==> config.mk <==
export PLATFORM = sky130hd
export DESIGN_NAME = sprc_spi_sensor
export DESIGN_NICKNAME = d
export VERILOG_FILES = /design/src/hw/sprc_crc8.v /design/src/hw/sprc_spi_sensor.v
export VERILOG_INCLUDE_DIRS = /design/src /design/src/inc
export SDC_FILE = /design/constraint.sdc
export NUM_CORES = 1
export LEC_CHECK = 0
export BUFFER_PORTS_ARGS = -buffer_cell sky130_fd_sc_hd__buf_2
export CORE_UTILIZATION = 36
export CTS_CLUSTER_DIAMETER = 80
export DETAILED_ROUTE_END_ITERATION = 8
export PLACE_DENSITY_LB_ADDON = 0.2
export SYNTH_ARGS = -nofsm -noshare
export SYNTH_HDL_FRONTEND = slang
export SYNTH_SLANG_ARGS = --single-unit
export TNS_END_PERCENT = 20
==> constraint.sdc <==
create_clock -name i_core_clk -period 8.25 [get_ports i_core_clk]
set_input_delay 0.4125 -clock i_core_clk [delete_from_list [all_inputs] [get_ports i_core_clk]]
set_output_delay 0.4125 -clock i_core_clk [all_outputs]
set_load 0.1 [all_outputs]
==> src/inc/sprc_consts.vh <==
// Purpose : Constants for the sensor request / command check SPI block
// Assumes : Included by the design files by bare name
// Notes   : Definitions only
`ifndef SPRC_CONSTS_VH
`define SPRC_CONSTS_VH

// ==========================================================
// Frame layout
`define SPRC_FRAME_BITS   6'd32
`define SPRC_CNT_W        6
`define SPRC_CMD_HI       31
`define SPRC_CMD_LO       28
`define SPRC_ST_HI        27
`define SPRC_ST_LO        26
`define SPRC_FIX_HI       27
`define SPRC_FIX_LO       8
`define SPRC_SF_HI        9
`define SPRC_SF_LO        8

// ==========================================================
// Check value
`define SPRC_POLY         8'h2f
`define SPRC_SEED_HI      4'hf
`define SPRC_SEED_ZERO    4'h0
`define SPRC_MSG_BITS     24

// ==========================================================
// Basic and detailed status codes
`define SPRC_ST_INIT      2'h0
`define SPRC_ST_NORMAL    2'h1
`define SPRC_ST_SELFTEST  2'h2
`define SPRC_ST_ERROR     2'h3
`define SPRC_SF_SPI_ERR   2'h3

`endif

==> src/hw/sprc_crc8.v <==
// Purpose : Serial 8-bit check register, bit enters at the low end
// Assumes : Same clock as its user, one bit per shift pulse
// Notes   : Fed message then check bits, all zero means intact
`timescale 1ns/1ps
`default_nettype none
`include "sprc_consts.vh"

module sprc_crc8 (
   // Clock and reset
   input  wire       i_core_clk,
   input  wire       i_sys_rst,
   input  wire       i_clk_en,
   // Control
   input  wire       i_load,
   input  wire [7:0] i_seed,
   input  wire       i_shift,
   input  wire       i_bit,
   // Result
   output wire [7:0] o_crc
);

   reg [7:0] crc_r;

   // ==========================================================
   // Shift register; load beats shift so each frame starts clean
   always @(posedge i_core_clk or posedge i_sys_rst) begin
      if (i_sys_rst) begin
         crc_r <= 8'hff;
      end else if (i_clk_en) begin
         if (i_load) begin
            crc_r <= i_seed;
         end else if (i_shift) begin
            crc_r <= {crc_r[6:0], i_bit} ^ (crc_r[7] ? `SPRC_POLY : 8'h00);
         end
      end
   end

   assign o_crc = crc_r;

endmodule // sprc_crc8
`default_nettype wire

==> src/hw/sprc_spi_sensor.v <==
// Purpose : SPI command decode, sensor data response and command check
// Assumes : SPI mode 0, sclk far slower than i_core_clk (8+ clocks/bit)
// Notes   : Pins are synchronised; reply to a command goes out next frame
// Functional notes
// - Sensor request: lowest command bit one, bits 27..8 zero, check byte last.
// - Upper three command bits pick the measurement source returned.
// - Sensor reply: command echo, basic status, value, extra bits, detail, check.
// - In 16-bit mode the extra low bits fill the optional field.
// - Nibbles 0000,0010,0100,0110,1010,1110 are reserved, payload ignored.
// - Reserved command is answered in the following frame unless errored.
// - Reserved reply has undefined echo and data, valid check byte.
// - Check value covers all 32 received bits, most significant first.
// - Failed check discards the command and sends the error reply.
// - Seed preloaded, then message and check bits shifted in low end.
// - All-zero remainder after last bit means intact, otherwise corrupt.
// - Polynomial x^8+x^5+x^3+x^2+x+1.
// - Seed all ones for setting 0000, else ones over the setting.
// - Reply to a command goes out in the next frame.
// - Sensor value sampled at the select falling edge of the reply frame.
// - Reply check over reply bits plus eight zeros, same polynomial and seed.
// - Basic status 00 init, 01 normal, 10 self-test, 11 error; prior state.
`timescale 1ns/1ps
`default_nettype none
`include "sprc_consts.vh"

module sprc_spi_sensor (
   // Clock, reset, enable
   input  wire        i_core_clk,
   input  wire        i_sys_rst,
   input  wire        i_clk_en,
   // SPI pins (asynchronous)
   input  wire        i_cs_n,
   input  wire        i_sclk,
   input  wire        i_mosi,
   output wire        o_miso,
   output wire        o_miso_oe,
   // Configuration
   input  wire [3:0]  i_check_seed_setting,
   input  wire        i_res16_en,
   // Device state
   input  wire        i_init_done,
   input  wire        i_self_test,
   input  wire        i_int_error,
   input  wire [1:0]  i_detailed_status,
   // Sensor front end
   output wire [2:0]  o_measurement_source_select,
   input  wire [15:0] i_sensor_value,
   // Events
   output wire        o_cmd_accept,
   output wire        o_cmd_error
);

   // Pending reply kinds, one-hot
   localparam [3:0] K_NONE = 4'b0001;
   localparam [3:0] K_SENS = 4'b0010;
   localparam [3:0] K_RSVD = 4'b0100;
   localparam [3:0] K_ERR  = 4'b1000;
   // Link states, one-hot
   localparam [1:0] L_IDLE  = 2'b01;
   localparam [1:0] L_FRAME = 2'b10;

   // ==========================================================
   // Functions
   function [7:0] seed_of;
      input [3:0] s;
      begin
         seed_of = (s == `SPRC_SEED_ZERO) ? 8'hff : {`SPRC_SEED_HI, s};
      end
   endfunction

   function is_reserved;
      input [3:0] c;
      begin
         case (c)
            4'h0, 4'h2, 4'h4, 4'h6, 4'ha, 4'he: is_reserved = 1'b1;
            default: is_reserved = 1'b0;
         endcase
      end
   endfunction

   function [1:0] basic_of;
      input init_done;
      input self_test;
      input int_err;
      begin
         if (int_err)
            basic_of = `SPRC_ST_ERROR;
         else if (self_test)
            basic_of = `SPRC_ST_SELFTEST;
         else if (!init_done)
            basic_of = `SPRC_ST_INIT;
         else
            basic_of = `SPRC_ST_NORMAL;
      end
   endfunction

   // Augmented check: message bits then eight zeros
   function [7:0] resp_crc;
      input [23:0] msg;
      input [7:0]  seed;
      reg   [7:0]  c;
      reg          b;
      integer      k;
      begin
         c = seed;
         for (k = 0; k < 32; k = k + 1) begin
            b = (k < `SPRC_MSG_BITS) ? msg[23 - k] : 1'b0;
            c = {c[6:0], b} ^ (c[7] ? `SPRC_POLY : 8'h00);
         end
         resp_crc = c;
      end
   endfunction

   // ==========================================================
   // Pin synchronisers, two flops before any use
   reg [1:0] cs_s_r;
   reg [1:0] sck_s_r;
   reg [1:0] mosi_s_r;
   reg       sck_d_r;
   reg       cs_d_r;

   always @(posedge i_core_clk or posedge i_sys_rst) begin
      if (i_sys_rst) begin
         cs_s_r   <= 2'h3;
         sck_s_r  <= 2'h0;
         mosi_s_r <= 2'h0;
         sck_d_r  <= 1'b0;
         cs_d_r   <= 1'b1;
      end else if (i_clk_en) begin
         cs_s_r   <= {cs_s_r[0], i_cs_n};
         sck_s_r  <= {sck_s_r[0], i_sclk};
         mosi_s_r <= {mosi_s_r[0], i_mosi};
         sck_d_r  <= sck_s_r[1];
         cs_d_r   <= cs_s_r[1];
      end
   end

   wire cs_n    = cs_s_r[1];
   wire sck     = sck_s_r[1];
   wire cs_fall = cs_d_r & ~cs_n;
   wire cs_rise = ~cs_d_r & cs_n;
   wire sck_up  = ~sck_d_r & sck & ~cs_n;
   wire sck_dn  = sck_d_r & ~sck & ~cs_n;

   // ==========================================================
   // Frame state and receive path
   reg  [1:0]                link_r;
   reg  [`SPRC_CNT_W-1:0]    bit_cnt_r;
   reg  [31:0]               rx_r;
   reg                       start_bad_r;
   reg  [31:0]               tx_r;
   reg  [3:0]                kind_r;
   reg  [3:0]                pcmd_r;
   reg  [1:0]                pst_r;
   reg  [1:0]                psf_r;
   reg  [2:0]                src_r;
   reg                       acc_r;
   reg                       err_r;
   wire [7:0]                chk;
   wire [7:0]                seed = seed_of(i_check_seed_setting);

   // Command check register, reseeded at every frame start
   sprc_crc8 u_chk (
      .i_core_clk (i_core_clk),
      .i_sys_rst  (i_sys_rst),
      .i_clk_en   (i_clk_en),
      .i_load     (cs_fall),
      .i_seed     (seed),
      .i_shift    (sck_up),
      .i_bit      (mosi_s_r[1]),
      .o_crc      (chk)
   );

   // ==========================================================
   // Frame end classification
   wire [3:0] rcmd     = rx_r[`SPRC_CMD_HI:`SPRC_CMD_LO];
   wire       len_ok   = (bit_cnt_r == `SPRC_FRAME_BITS);
   wire       chk_ok   = (chk == 8'h00);
   wire       pins_ok  = ~start_bad_r & ~sck;
   wire       frame_ok = len_ok & chk_ok & pins_ok;
   wire       fix_zero = (rx_r[`SPRC_FIX_HI:`SPRC_FIX_LO] == 20'h00000);
   wire       is_sens  = rcmd[0] & fix_zero;
   wire       is_rsvd  = is_reserved(rcmd);

   // ==========================================================
   // Reply assembly at the frame start
   reg  [23:0] msg;
   wire [15:0] val = i_sensor_value;

   always @* begin
      msg = 24'h000000;
      case (kind_r)
         K_SENS: begin
            msg = {pcmd_r, pst_r, val[15:4],
                   (i_res16_en ? val[3:0] : 4'h0),
                   psf_r};
         end
         K_ERR: begin
            msg = {pcmd_r, `SPRC_ST_ERROR, 16'h0000, `SPRC_SF_SPI_ERR};
         end
         K_RSVD: begin
            msg = 24'h000000;
         end
         K_NONE: begin
            msg = 24'h000000;
         end
         default: begin
            msg = 24'h000000;
         end
      endcase
   end

   wire [31:0] resp = {msg, resp_crc(msg, seed)};

   // ==========================================================
   // Link machine: count, receive, shift out, decide at the end
   always @(posedge i_core_clk or posedge i_sys_rst) begin
      if (i_sys_rst) begin
         link_r      <= L_IDLE;
         bit_cnt_r   <= {`SPRC_CNT_W{1'b0}};
         rx_r        <= 32'h00000000;
         start_bad_r <= 1'b0;
         tx_r        <= 32'h00000000;
      end else if (i_clk_en) begin
         case (link_r)
            L_IDLE: begin
               if (cs_fall) begin
                  link_r      <= L_FRAME;
                  bit_cnt_r   <= {`SPRC_CNT_W{1'b0}};
                  start_bad_r <= sck;   // Clock must idle low at select
                  tx_r        <= resp;
               end
            end
            L_FRAME: begin
               if (cs_rise) begin
                  link_r <= L_IDLE;
               end else begin
                  if (sck_up) begin
                     rx_r <= {rx_r[30:0], mosi_s_r[1]};
                     // Saturate so an overlong frame stays wrong
                     if (bit_cnt_r != {`SPRC_CNT_W{1'b1}})
                        bit_cnt_r <= bit_cnt_r + 1'b1;
                  end
                  if (sck_dn)
                     tx_r <= {tx_r[30:0], 1'b0};
               end
            end
            default: begin
               link_r <= L_IDLE;
            end
         endcase
      end
   end

   // ==========================================================
   // Pending reply for the next frame, status taken at frame end
   always @(posedge i_core_clk or posedge i_sys_rst) begin
      if (i_sys_rst) begin
         kind_r <= K_NONE;
         pcmd_r <= 4'h0;
         pst_r  <= `SPRC_ST_INIT;
         psf_r  <= 2'h0;
         src_r  <= 3'h0;
         acc_r  <= 1'b0;
         err_r  <= 1'b0;
      end else if (i_clk_en) begin
         acc_r <= 1'b0;
         err_r <= 1'b0;
         if (cs_rise && (link_r == L_FRAME)) begin
            pcmd_r <= rcmd;
            pst_r  <= basic_of(i_init_done, i_self_test, i_int_error);
            psf_r  <= i_detailed_status;
            if (!frame_ok) begin
               kind_r <= K_ERR;
               err_r  <= 1'b1;
            end else if (is_sens) begin
               kind_r <= K_SENS;
               src_r  <= rcmd[3:1];
               acc_r  <= 1'b1;
            end else if (is_rsvd) begin
               kind_r <= K_RSVD;
               acc_r  <= 1'b1;
            end else begin
               // Bad fixed bits or unsupported command
               kind_r <= K_ERR;
               err_r  <= 1'b1;
            end
         end
      end
   end

   // ==========================================================
   // Outputs
   assign o_miso                      = tx_r[31];
   assign o_miso_oe                   = (link_r == L_FRAME);
   assign o_measurement_source_select = src_r;
   assign o_cmd_accept                = acc_r;
   assign o_cmd_error                 = err_r;

endmodule // sprc_spi_sensor
`default_nettype wire

==> qor.txt, run 1 <==
Status: finished, final reports clean
Via density: 5.00
Core box area: 0.0161 sq mm
Fraction of registers with async set/reset: 1.00
Crit path cell chain: nor4b_4 > nand2_1 > xnor3_1 > xor2_1 > xnor3_1 > xor2_1 > xnor2_1 > xnor3_1 > o22ai_1
Max H-tree Level: 3
Commonest non-fill, non-tap cells in the layout: 93 x dfrtp_1, 59 x nand2_1, 48 x nor2_1, 48 x mux2_2, 38 x buf_2
Startpoint types: flop
CP max stage cell: nor4b_4
Endpoints failing setup: 0
# DRC: 0
Net Sw Frac: 0.323
IO buf count: 38
P_sw: 533 uW
Die Ht: 131 um
Rows: 46
Worst VDD drop: 0.120 mV
GRT Total Usage: 0.158
Setup crit end kind: flop
Initial antenna violation count: 1
WP data arrival: 4.08 ns
Area grow syn2layout: 11.3%
DP HPWL: 9.18 mm
Crit Path Category: reg2reg
Max Freq: 263 MHz
Yosys reg bits: 106
Post-synth top area share: 0.389
Max-Cap Viols: 0
Synth Flop Type: dfrtp_1
Post-synth EDFFs: 0
Layout cell share with drive strength beyond 1: 0.224
Number of global-route vias before repair: 3942
Antenna diode count: 0
Global-route wire length before repair: 20.4 mm
Global route overflow: 0
Worst-Skew Late Latency: 0.36 ns
Clock buffer depth: 2
TritonCTS clock tree: built
Top cell by count, worst path: xnor3_1
Clock power frac: 0.258
Unrepaired setup endpoints after global routing: no
Cell accounting for the most synthesized area: dfrtp_1
Final Hold Vio Count: 0
Die Span X: 131 um
Yosys Warn Count: 0
Largest net degree at the start of global routing: 85
Final worst path period need: 3.81 ns
Sequential Power Share: 0.434
Post-Syn Area: 0.00598 sq mm
Syn Area/Cell: 10.7 sq um
Hold WS: 0.283 ns
Clock Skew: 0.0124 ns
Drt total wl: 12.5 mm
Mapped Cells: 561
Library cells used by synthesis: 50
HP Class: in2reg
Initial Util: 0.372
Clk sink count: 106
Worst slew margin: 0.285
Worst Path Buf+Inv: 0
Int Power: 1.12 mW
Drt initial violations: 167
Post-route ant nets: 0
Clock-pin slew on the worst setup and hold paths: 0.07 ns
Power Dens Cells: 248 mW/mm^2
Main area contributors after synthesis: dfrtp_1 39%, mux2_2 9.0%, xnor3_1 6.4%, dfstp_2 5.7%, xnor2_1 4.8%
Total design power: 1.65 mW
Post-CTS setup buffer count: 0
Crit-path max cell delay: 0.86 ns
Part of the power in combinational logic: 0.308
Critical Path RT: 8.53 ns
Leading cell type in the layout, fill and taps excluded: dfrtp_1
Pins Over Slew Limit: 0
Vias after detailed routing: 4027
Top Ports: 39
Worst-path fanout max: 17
DR WL/cell: 15.5 um
Top delay family on crit path: XOR/XNOR gates
Initial DRT Pass Iterations: 4
Syn nets: 595
# nets final: 619
LEAKAGE: 3.08 nW
Sequential area share after synthesis: 0.446
CTS root buffer: clkbuf_16
Die area: 0.0171 sq mm
Final GP Congestion: 0.846
Worst-Margin Slew: 1.07 ns
TritonCTS Buffers: 9
Setup TNS: 0 ns
Final period util: 0.461
[cell families (layout without fill, tap and decap cells)]
group                      Yosys count  count (layout)  share of synthesized area
AOI/OAI and AO/OA                   91              91                     0.0858
xor gates and xnor gates            91              91                      0.193
adders and majority gates            2               2                    0.00419
buffers and inverters               38              67                     0.0249
DFF                                106             106                      0.446
muxes                               54              54                      0.100
and+or+nand+nor                    179             179                      0.145
[repair_timing]
action / in CTS / in global routing
endpoints found under the hold margin: 22 / 0
hold buffers: 1 / 0
resized for setup: 0 / 0
[routing by layer]
| metal | track usage | wire length [um] | vias to the layer above |
|---|---|---|---|
| li1 | - | - | 1990 |
| met1 | 0.208 | 5930 | 1973 |
| met2 | 0.254 | 6000 | 52 |
| met3 | 0.0375 | 433 | 12 |
| met4 | 0.0561 | 165 | 0 |
| met5 | 0 | 0 | - |
[flip-flops by register name, summed over array words and instances (netlist names)]
register	cells
u_chk.o_crc	8
psf_r	2
sck_d_r	1
o_cmd_error	1
o_measurement_source_select	3
rx_r	32
kind_r	4
mosi_s_r	2
start_bad_r	1
cs_s_r	2
cs_d_r	1
bit_cnt_r	6
tx_r	32
pst_r	2
link_r	2
o_cmd_accept	1
pcmd_r	4
sck_s_r	2
[power by group through the flow]
stage                     clock network, mW  logic [mW]  registers [mW]
final                                 0.425       0.508           0.715
after global routing                  0.464       0.561           0.730
after CTS                             0.446       0.516           0.716
after detailed placement                  0       0.513           0.727
after global placement                    0       0.503           0.721
after floorplan                           0       0.430           0.700
[area by class of cell]
cell class | instances | area [sq um]
multi-input combinational | 417 | 3160
sequential | 106 | 2670
clock buffer | 9 | 225
timing repair buffer | 42 | 223
inverter | 9 | 36.3
clock inverter | 7 | 67.6
fill | 1559 | 9400
tap | 216 | 270
[worst paths after layout]
check | from | endpoint | slack (ns) | depth (start not counted)
max in group asynchronous | i_sys_rst | tx_r[12] | 6.35 | 4
max | kind_r[3] | tx_r[3] | 4.44 | 9
min reg2reg | tx_r[8] | tx_r[8] | 0.48 | 2
min in group asynchronous | i_sys_rst | rx_r[25] | 0.53 | 3
max reg2reg | kind_r[3] | tx_r[3] | 4.44 | 9
min | i_mosi | mosi_s_r[0] | 0.28 | 2
[synth_stat cells (2+ instances only)]
cell and number:
nand3_1 15, o21ai_0 35, inv_1 8, o21ai_1 4, and2_1 2, xnor3_1 17
nor3b_1 3, nor2b_1 2, clkbuf_1 24, a31oi_1 11, a21o_1 2, nand4_1 5
o22ai_1 2, buf_2 5, and3_1 7, a21oi_1 28, xnor2_1 33, xor3_1 3
xor2_1 32, nor2_1 48, ha_1 2, nand3b_1 4, a221oi_1 3, nor4_1 6
nand2_1 59, nand2b_1 7, mux2i_1 6, dfrtp_1 93, dfstp_2 13, or3_1 5
a22oi_1 2, nor3_1 8, xnor3_2 3, mux2_2 48
[stage by stage]
step / area (sq um) / instances / util / setup WS [ns]
global route: 6660 / 806 / 0.414 / 4.19
finish: 6660 / 806 / 0.414 / 4.44
floorplan: 5980 / 561 / - / 5.06
CTS: 6660 / 806 / 0.414 / 4.44
detailed placement: 6350 / 789 / 0.396 / 4.47
global placement: 6350 / 789 / 0.396 / 4.68
Note: power is estimated with default switching activity, not from simulation.
==> inputs of run 2 (changes only) <==
--- a/config.mk
+++ b/config.mk
@@ -6,6 +6,7 @@
 export SDC_FILE = /design/constraint.sdc
 export NUM_CORES = 1
 export LEC_CHECK = 0
+export ABC_AREA = 1
 export BUFFER_PORTS_ARGS = -buffer_cell sky130_fd_sc_hd__buf_2
 export CORE_UTILIZATION = 36
 export CTS_CLUSTER_DIAMETER = 80
==> constraint.sdc (replaced) <==
create_clock -name i_core_clk -period 3.9 [get_ports i_core_clk]
set_input_delay 0.195 -clock i_core_clk [delete_from_list [all_inputs] [get_ports i_core_clk]]
set_output_delay 0.195 -clock i_core_clk [all_outputs]
set_load 0.1 [all_outputs]
==> run 2 against run 1 <==
  * Critical endpoint is now tx_r[2]
  * Non-clock buffer count up 13
  * Global-route usage grew 1.5 points
  * Largest cell class unchanged
  * Synthesized cell count up 84%
  * Sequential cell count stayed put
  * Clock skew down 0.0012 ns
==> qor.txt, run 2 <==
Area grow syn2layout: 13.1%
Synth Area in Simple Gates: 0.402 (+0.257)
DR WL/cell: 12.8 um (-18%)
Worst-path fanout max: 7 (-10)
M3 GR Usage: 0.0277 (-0.00980)
Rows: 51 (+11%)
Via density: 4.83 (-3.3%)
Sequential area share after synthesis: 0.371 (-0.0757)
Status: finished, final reports clean
TritonCTS Buffers: 9 (unchanged)
IO buf count: 38 (unchanged)
CP max stage cell: dfrtp_1
Core box area: 0.0195 sq mm (+22%)
Critical R2R Launch: kind_r[1]
R2r worst-path depth: 33 (+24)
Top cell by count, worst path: nand2_2
Final worst path period need: 3.54 ns (-0.264 ns)
Antenna diode count: 0 (unchanged)
Final period util: 0.908 (+0.447)
Layout cell share with drive strength beyond 1: 0.215 (-0.00832)
Setup crit end kind: flop
Count leader, synth: nand2_1
Initial antenna violation count: 0 (-1)
Endpoints failing setup: 0 (unchanged)
Synth Area in Adders: 0.00348 (-0.000709)
Worst hold start: i_cs_n
Leading cell type in the layout, fill and taps excluded: nand2_1
Critical Path RT: 4.14 ns (-4.39 ns)
# nets final: 1106 (+79%)
Clk sink count: 106 (unchanged)
Yosys reg bits: 106 (unchanged)
Post-Syn Area: 0.00720 sq mm (+20%)
Main area contributors after synthesis: dfrtp_1 32%, nand2_1 16%, nand3_1 8.3%, o21ai_0 7.0%, inv_1 5.9%
Fraction of registers with async set/reset: 1.00 (unchanged)
Top Ports: 39 (unchanged)
Unrepaired setup endpoints after global routing: no
Max Freq: 282 MHz (+7.4%)
DP HPWL: 13.0 mm (+42%)
Yosys Warn Count: 0 (unchanged)
Main combinational cell family by area after synthesis: simple AND/OR/NAND/NOR gates
Clock-pin slew on the worst setup and hold paths: 0.08 ns (about the same)
WHS Path Cells: 3 (+1)
Post-synthesis compound-gate area fraction: 0.114 (+0.0277)
Worst Path Buf+Inv: 4 (+4)
GRT met1 Usage: 0.246 (+0.0384)
HP Class: in2reg
R2R Setup Slk: 0.36 ns (-4.09 ns)
Clock buffer depth: 2 (unchanged)
Drt total wl: 17.2 mm (+37%)
Startpoint types: flop
Mux share of post-synthesis cell area: 0.00313 (-0.0973)
GRT Total Usage: 0.173 (+0.0152)
Worst-Margin Slew: 1.14 ns (+0.0674 ns)
Synth Flop Type: dfrtp_1
Crit Path Category: reg2reg
CTS root buffer: clkbuf_16
Cell accounting for the most synthesized area: dfrtp_1
Die Ht: 143 um (+9.6%)
Top delay family on crit path: simple AND/OR/NAND/NOR gates
Mapped Cells: 1033 (+84%)
Initial DRT Pass Iterations: 5 (+1)
Global route overflow: 0 (unchanged)
Initial Util: 0.369 (-0.00365)
Setup TNS: 0 ns (unchanged)
Clock Skew: 0.0112 ns (-0.00122 ns)
Worst-Skew Late Latency: 0.36 ns (about the same)
Crit-path max cell delay: 0.40 ns (-0.46 ns)
Die Span X: 143 um (+9.6%)
Worst r2r dst: tx_r[2]
Number of global-route vias before repair: 5859 (+49%)
Post-synth EDFFs: 0 (unchanged)
Post-synth top cells: 312 x nand2_1, 120 x nand3_1, 113 x inv_1
WP data arrival: 3.79 ns (-0.29 ns)
Post-route ant nets: 0 (unchanged)
# DRC: 0 (unchanged)
Library cells used by synthesis: 44 (-12%)
Final GP Congestion: 0.868 (+2.6%)
Pins Over Slew Limit: 0 (unchanged)
Global-route wire length before repair: 28.2 mm (+39%)
Final Hold Vio Count: 0 (unchanged)
Vias after detailed routing: 6482 (+61%)
Max H-tree Level: 3 (unchanged)
TritonCTS clock tree: built
Worst slew margin: 0.240 (-0.0458)
Syn Area/Cell: 6.97 sq um (-35%)
Syn nets: 1067 (+79%)
Drt initial violations: 332 (+99%)
Worst Hold End: cs_s_r[0]
Met2 usage: 0.273 (+0.0194)
Most Crowded Layer GR: met2
Max-Cap Viols: 0 (unchanged)
Die area: 0.0206 sq mm (+20%)
Commonest non-fill, non-tap cells in the layout: 302 x nand2_1, 112 x inv_1, 107 x nand3_1, 101 x o21ai_0, 93 x dfrtp_1
Post-synth top area share: 0.323 (-0.0660)
Largest net degree at the start of global routing: 64 (-25%)
Synth Area in XOR/XNOR: 0.0165 (-0.177)
==> run 2: worst max path at each step <==
stage,startpoint,endpoint,slack (ns),depth (start not counted)
floorplan,kind_r[0],tx_r[2],0.80,30
detailed placement,kind_r[2],tx_r[2],0.22,30
finish,kind_r[1],tx_r[2],0.36,33
global placement,kind_r[2],tx_r[2],0.23,30
CTS,kind_r[2],tx_r[2],0.19,30
global route,kind_r[1],tx_r[2],0.001,33
==> run 2: metrics by stage <==
| step | utilization | area [sq um] | instances | hold WS, ns | setup slack [ns] |
|---|---|---|---|---|---|
| 2_1_floorplan | - | 7200 | 1033 | 0.291 | 0.800 |
| 3_3_place_gp | 0.391 | 7630 | 1315 | 0.362 | 0.234 |
| 3_5_place_dp | 0.391 | 7630 | 1315 | 0.359 | 0.218 |
| 4_1_cts | 0.406 | 7930 | 1332 | 0.0209 | 0.194 |
| 5_1_grt | 0.417 | 8140 | 1342 | 0.0212 | 0.00132 |
| 6_report | 0.417 | 8140 | 1342 | 0.0246 | 0.358 |
==> run 2: layout make-up <==
| class | instances | area [sq um] |
|---|---|---|
| Fill cell | 2111 | 11400 |
| Clock buffer | 10 | 229 |
| Inverter | 129 | 499 |
| Multi-Input combinational cell | 771 | 4000 |
| Clock inverter | 6 | 61.3 |
| Sequential cell | 106 | 2670 |
| Timing Repair Buffer | 55 | 349 |
| Tap cell | 265 | 332 |
==> run 2: timing repair <==
action                     in CTS  in global routing
hold endpoints to repair       47                  0
setup buffers                   0                 10
setup endpoints to repair       0                  7
hold buffers                    1                  0
gates resized for setup         0                 28
==> run 2: logic make-up (layout without fill, tap and decap cells) <==
kind of cell | count (synthesis) | count (layout)
adder cells (fa/ha/maj) | 2 | 2
AO/OA/AOI/OAI | 155 | 155
buffers and inverters | 156 | 200
flip-flops | 106 | 106
multiplexers | 2 | 2
AND/OR/NAND/NOR | 601 | 601
XOR/XNOR | 11 | 11
==> run 2: worst min-delay path, cell delays in order <==
cell,delay [ns]
buf_2,0.09
nand2_1,0.05
nand2_1,0.04
==> run 2: layer usage <==
layer,routed length [um],up-vias
met2,7700,91
met1,8760,2973
li1,-,3403
met3,513,15
met4,202,0
met5,0,-
Power of run 2 is left out: the tool's default activity adds up to more than one toggle a clock period on the data nets, which glitch-free logic cannot reach.
==> inputs of run 3 (changes only) <==
--- a/config.mk
+++ b/config.mk
@@ -6,7 +6,7 @@
 export SDC_FILE = /design/constraint.sdc
 export NUM_CORES = 1
 export LEC_CHECK = 0
-export ABC_AREA = 1
+export ABC_AREA = 0
 export BUFFER_PORTS_ARGS = -buffer_cell sky130_fd_sc_hd__buf_2
 export CORE_UTILIZATION = 36
 export CTS_CLUSTER_DIAMETER = 80
==> constraint.sdc (replaced) <==
create_clock -name i_core_clk -period 3 [get_ports i_core_clk]
set_input_delay 0.6 -clock i_core_clk [delete_from_list [all_inputs] [get_ports i_core_clk]]
set_output_delay 0.6 -clock i_core_clk [all_outputs]
set_load 0.1 [all_outputs]
==> run 3 against run 2 <==
  * Register-to-register slack worse by 0.45 ns
  * Setup slack worse by 0.45 ns
  * Sequential cell count unchanged
  * Sequential share of layout area up 3.4 points
  * Count of clock-buffer cells in the layout down 1
  * Clock skew about the same
  * Critical endpoint is now tx_r[7]
  * First-iteration DRC count down 43%
  * Non-clock buffer count up 63
  * The flow now finishes with violations (setup timing)
  * Design area down 9.3%
==> qor.txt, run 3 (synthesis results as in run 1) <==
Initial Util: 0.372 (+0.00365)
Top Layer Used: met5
DP HPWL: 9.83 mm (-25%)
Sum of routed wire segments on met1: 6.36 mm (-27%)
Met2 WL: 6.20 mm (-19%)
Crit Path Category: reg2reg
Commonest non-fill, non-tap cells in the layout: 91 x dfrtp_1, 78 x buf_4, 58 x nand2_1, 48 x mux2_2, 46 x nor2_1
Max H-tree Level: 3 (unchanged)
IO buf count: 38 (unchanged)
Worst-path fanout max: 5 (-2)
Area grow syn2layout: 23.5%
Number of global-route vias before repair: 4363 (-26%)
# DRC: 0 (unchanged)
Total design power: 4.89 mW
WL met3: 640 um (+25%)
Clock-pin slew on the worst setup and hold paths: 0.08 ns (about the same)
Setup crit end kind: flop
Max Freq: 324 MHz (+15%)
Vias after detailed routing: 4288 (-34%)
LEAKAGE: 3.47 nW
Rows: 46 (-9.8%)
Core box area: 0.0161 sq mm (-18%)
Max-Cap Viols: 0 (unchanged)
Startpoint types: flop
Endpoints failing setup: 3 (+3)
Design Area, Final: 0.00738 sq mm (-9.3%)
# nets final: 695 (-37%)
Drt total wl: 13.4 mm (-22%)
Final GP Congestion: 0.782 (-9.9%)
Final setup margin: -0.0879 ns (-0.446 ns)
Clock buffer depth: 2 (unchanged)
Fin cells: 882 (-34%)
DP Area: 0.00693 sq mm (-9.1%)
HP Class: in2async
Die Span X: 131 um (-8.7%)
Hold_buf cts: 0 (-1)
Initial DRT Pass Iterations: 4 (-1)
TritonCTS clock tree: built
CTS root buffer: clkbuf_16
Clock Skew: 0.0114 ns (+0.000195 ns)
Worst VDD drop: 0.484 mV
Setup TNS: -0.181 ns (-0.181 ns)
Die area: 0.0171 sq mm (-17%)
Status: finished with violations
Power Dens Cells: 662 mW/mm^2
Final Hold Vio Count: 0 (unchanged)
Top Ports: 39 (unchanged)
Placed insts: 862 (-34%)
Unrepaired setup endpoints after global routing: yes
Final worst path period need: 3.09 ns (-0.454 ns)
Hold WS: 0.172 ns (+0.147 ns)
Global-route wire length before repair: 21.5 mm (-24%)
Pins Over Slew Limit: 0 (unchanged)
Final core occ: 0.460 (+0.0428)
Leading cell type in the layout, fill and taps excluded: dfrtp_1
Clk sink count: 106 (unchanged)
Final period util: 1.03 (+0.121)
TritonCTS Buffers: 9 (unchanged)
Post-route ant nets: 0 (unchanged)
Initial antenna violation count: 1 (+1)
DR WL/cell: 15.1 um (+18%)
Global route overflow: 0 (unchanged)
Critical Path RT: 3.29 ns (-0.85 ns)
Pre-CTS setup slack: -0.407 ns (-0.625 ns)
Antenna diode count: 0 (unchanged)
Via density: 4.86 (+0.65%)
Largest net degree at the start of global routing: 68 (+6.3%)
Die Ht: 131 um (-8.7%)
Failing checks: setup timing
Worst slew margin: 0.333 (+0.0936)
Worst-Skew Late Latency: 0.36 ns (about the same)
GRT Total Usage: 0.166 (-0.00710)
WP data arrival: 3.38 ns (-0.41 ns)
Drt initial violations: 190 (-43%)
Layout cell share with drive strength beyond 1: 0.345 (+0.130)
Worst-Margin Slew: 1.00 ns (-0.139 ns)
-- run 3: cell types whose count changed in the layout (fill, tap and decap cells not counted), sizes merged, moves of 25 or more --
| cell | before | now |
|---|---|---|
| o21ai | 107 | 39 |
| xor2 | 8 | 33 |
| nand3 | 142 | 15 |
| nand2 | 385 | 59 |
| inv | 131 | 11 |
| mux2 | 2 | 48 |
| buf | 54 | 118 |
| xnor2 | 3 | 35 |
-- run 3: timing repair --
item / 4_1_cts / 5_1_grt
resized for setup: 10 / 12
setup endpoints to repair: 8 / 8
pin swaps: 13 / 5
setup buffers: 4 / 0
endpoints found under the hold margin: 0 / 0
-- run 3: metal layers --
| metal | vias to the layer above | global-route usage |
|---|---|---|
| met1 | 2072 | 0.217 |
| met2 | 71 | 0.270 |
| li1 | 2129 | - |
| met3 | 14 | 0.0517 |
| met5 | - | 0 |
| met4 | 2 | 0.0379 |
-- run 3: worst paths after layout --
| path | from | endpoint | slack (ns) | depth (start not counted) |
|---|---|---|---|---|
| max in group asynchronous | i_sys_rst | kind_r[0] | 2.19 | 3 |
| hold reg to reg | tx_r[6] | tx_r[6] | 0.49 | 2 |
| setup / recovery | kind_r[1] | tx_r[7] | -0.09 | 9 |
| min in group i_core_clk | i_sclk | sck_s_r[0] | 0.47 | 2 |
| setup reg to reg | kind_r[1] | tx_r[7] | -0.09 | 9 |
| hold / removal | i_sys_rst | link_r[1] | 0.17 | 2 |
-- run 3: critical path, stage by stage, from the launching register on --
cell and delay [ns]:
dfrtp_2 0.46, xor2_2 0.19, and3_4 0.20, xnor3_2 0.42, xnor3_2 0.46, xnor3_2 0.44, xnor2_4 0.19, xnor3_1 0.42
o21ai_1 0.12, o21a_1 0.12
-- run 3: area by class of cell --
class	instances	area [sq um]
Fill cell	1528	8680
Multi-Input combinational cell	417	3270
Sequential cell	106	2670
Timing Repair Buffer	118	816
Tap cell	216	270
Clock buffer	9	225
Clock inverter	7	96.3
Inverter	9	37.5
-- run 3: power by group --
part	internal, mW	switching, mW	total [mW]	leakage [nW]
registers	1.75	0.213	1.97	1.36
clock network	0.671	0.598	1.27	0.153
logic	0.914	0.738	1.65	1.96
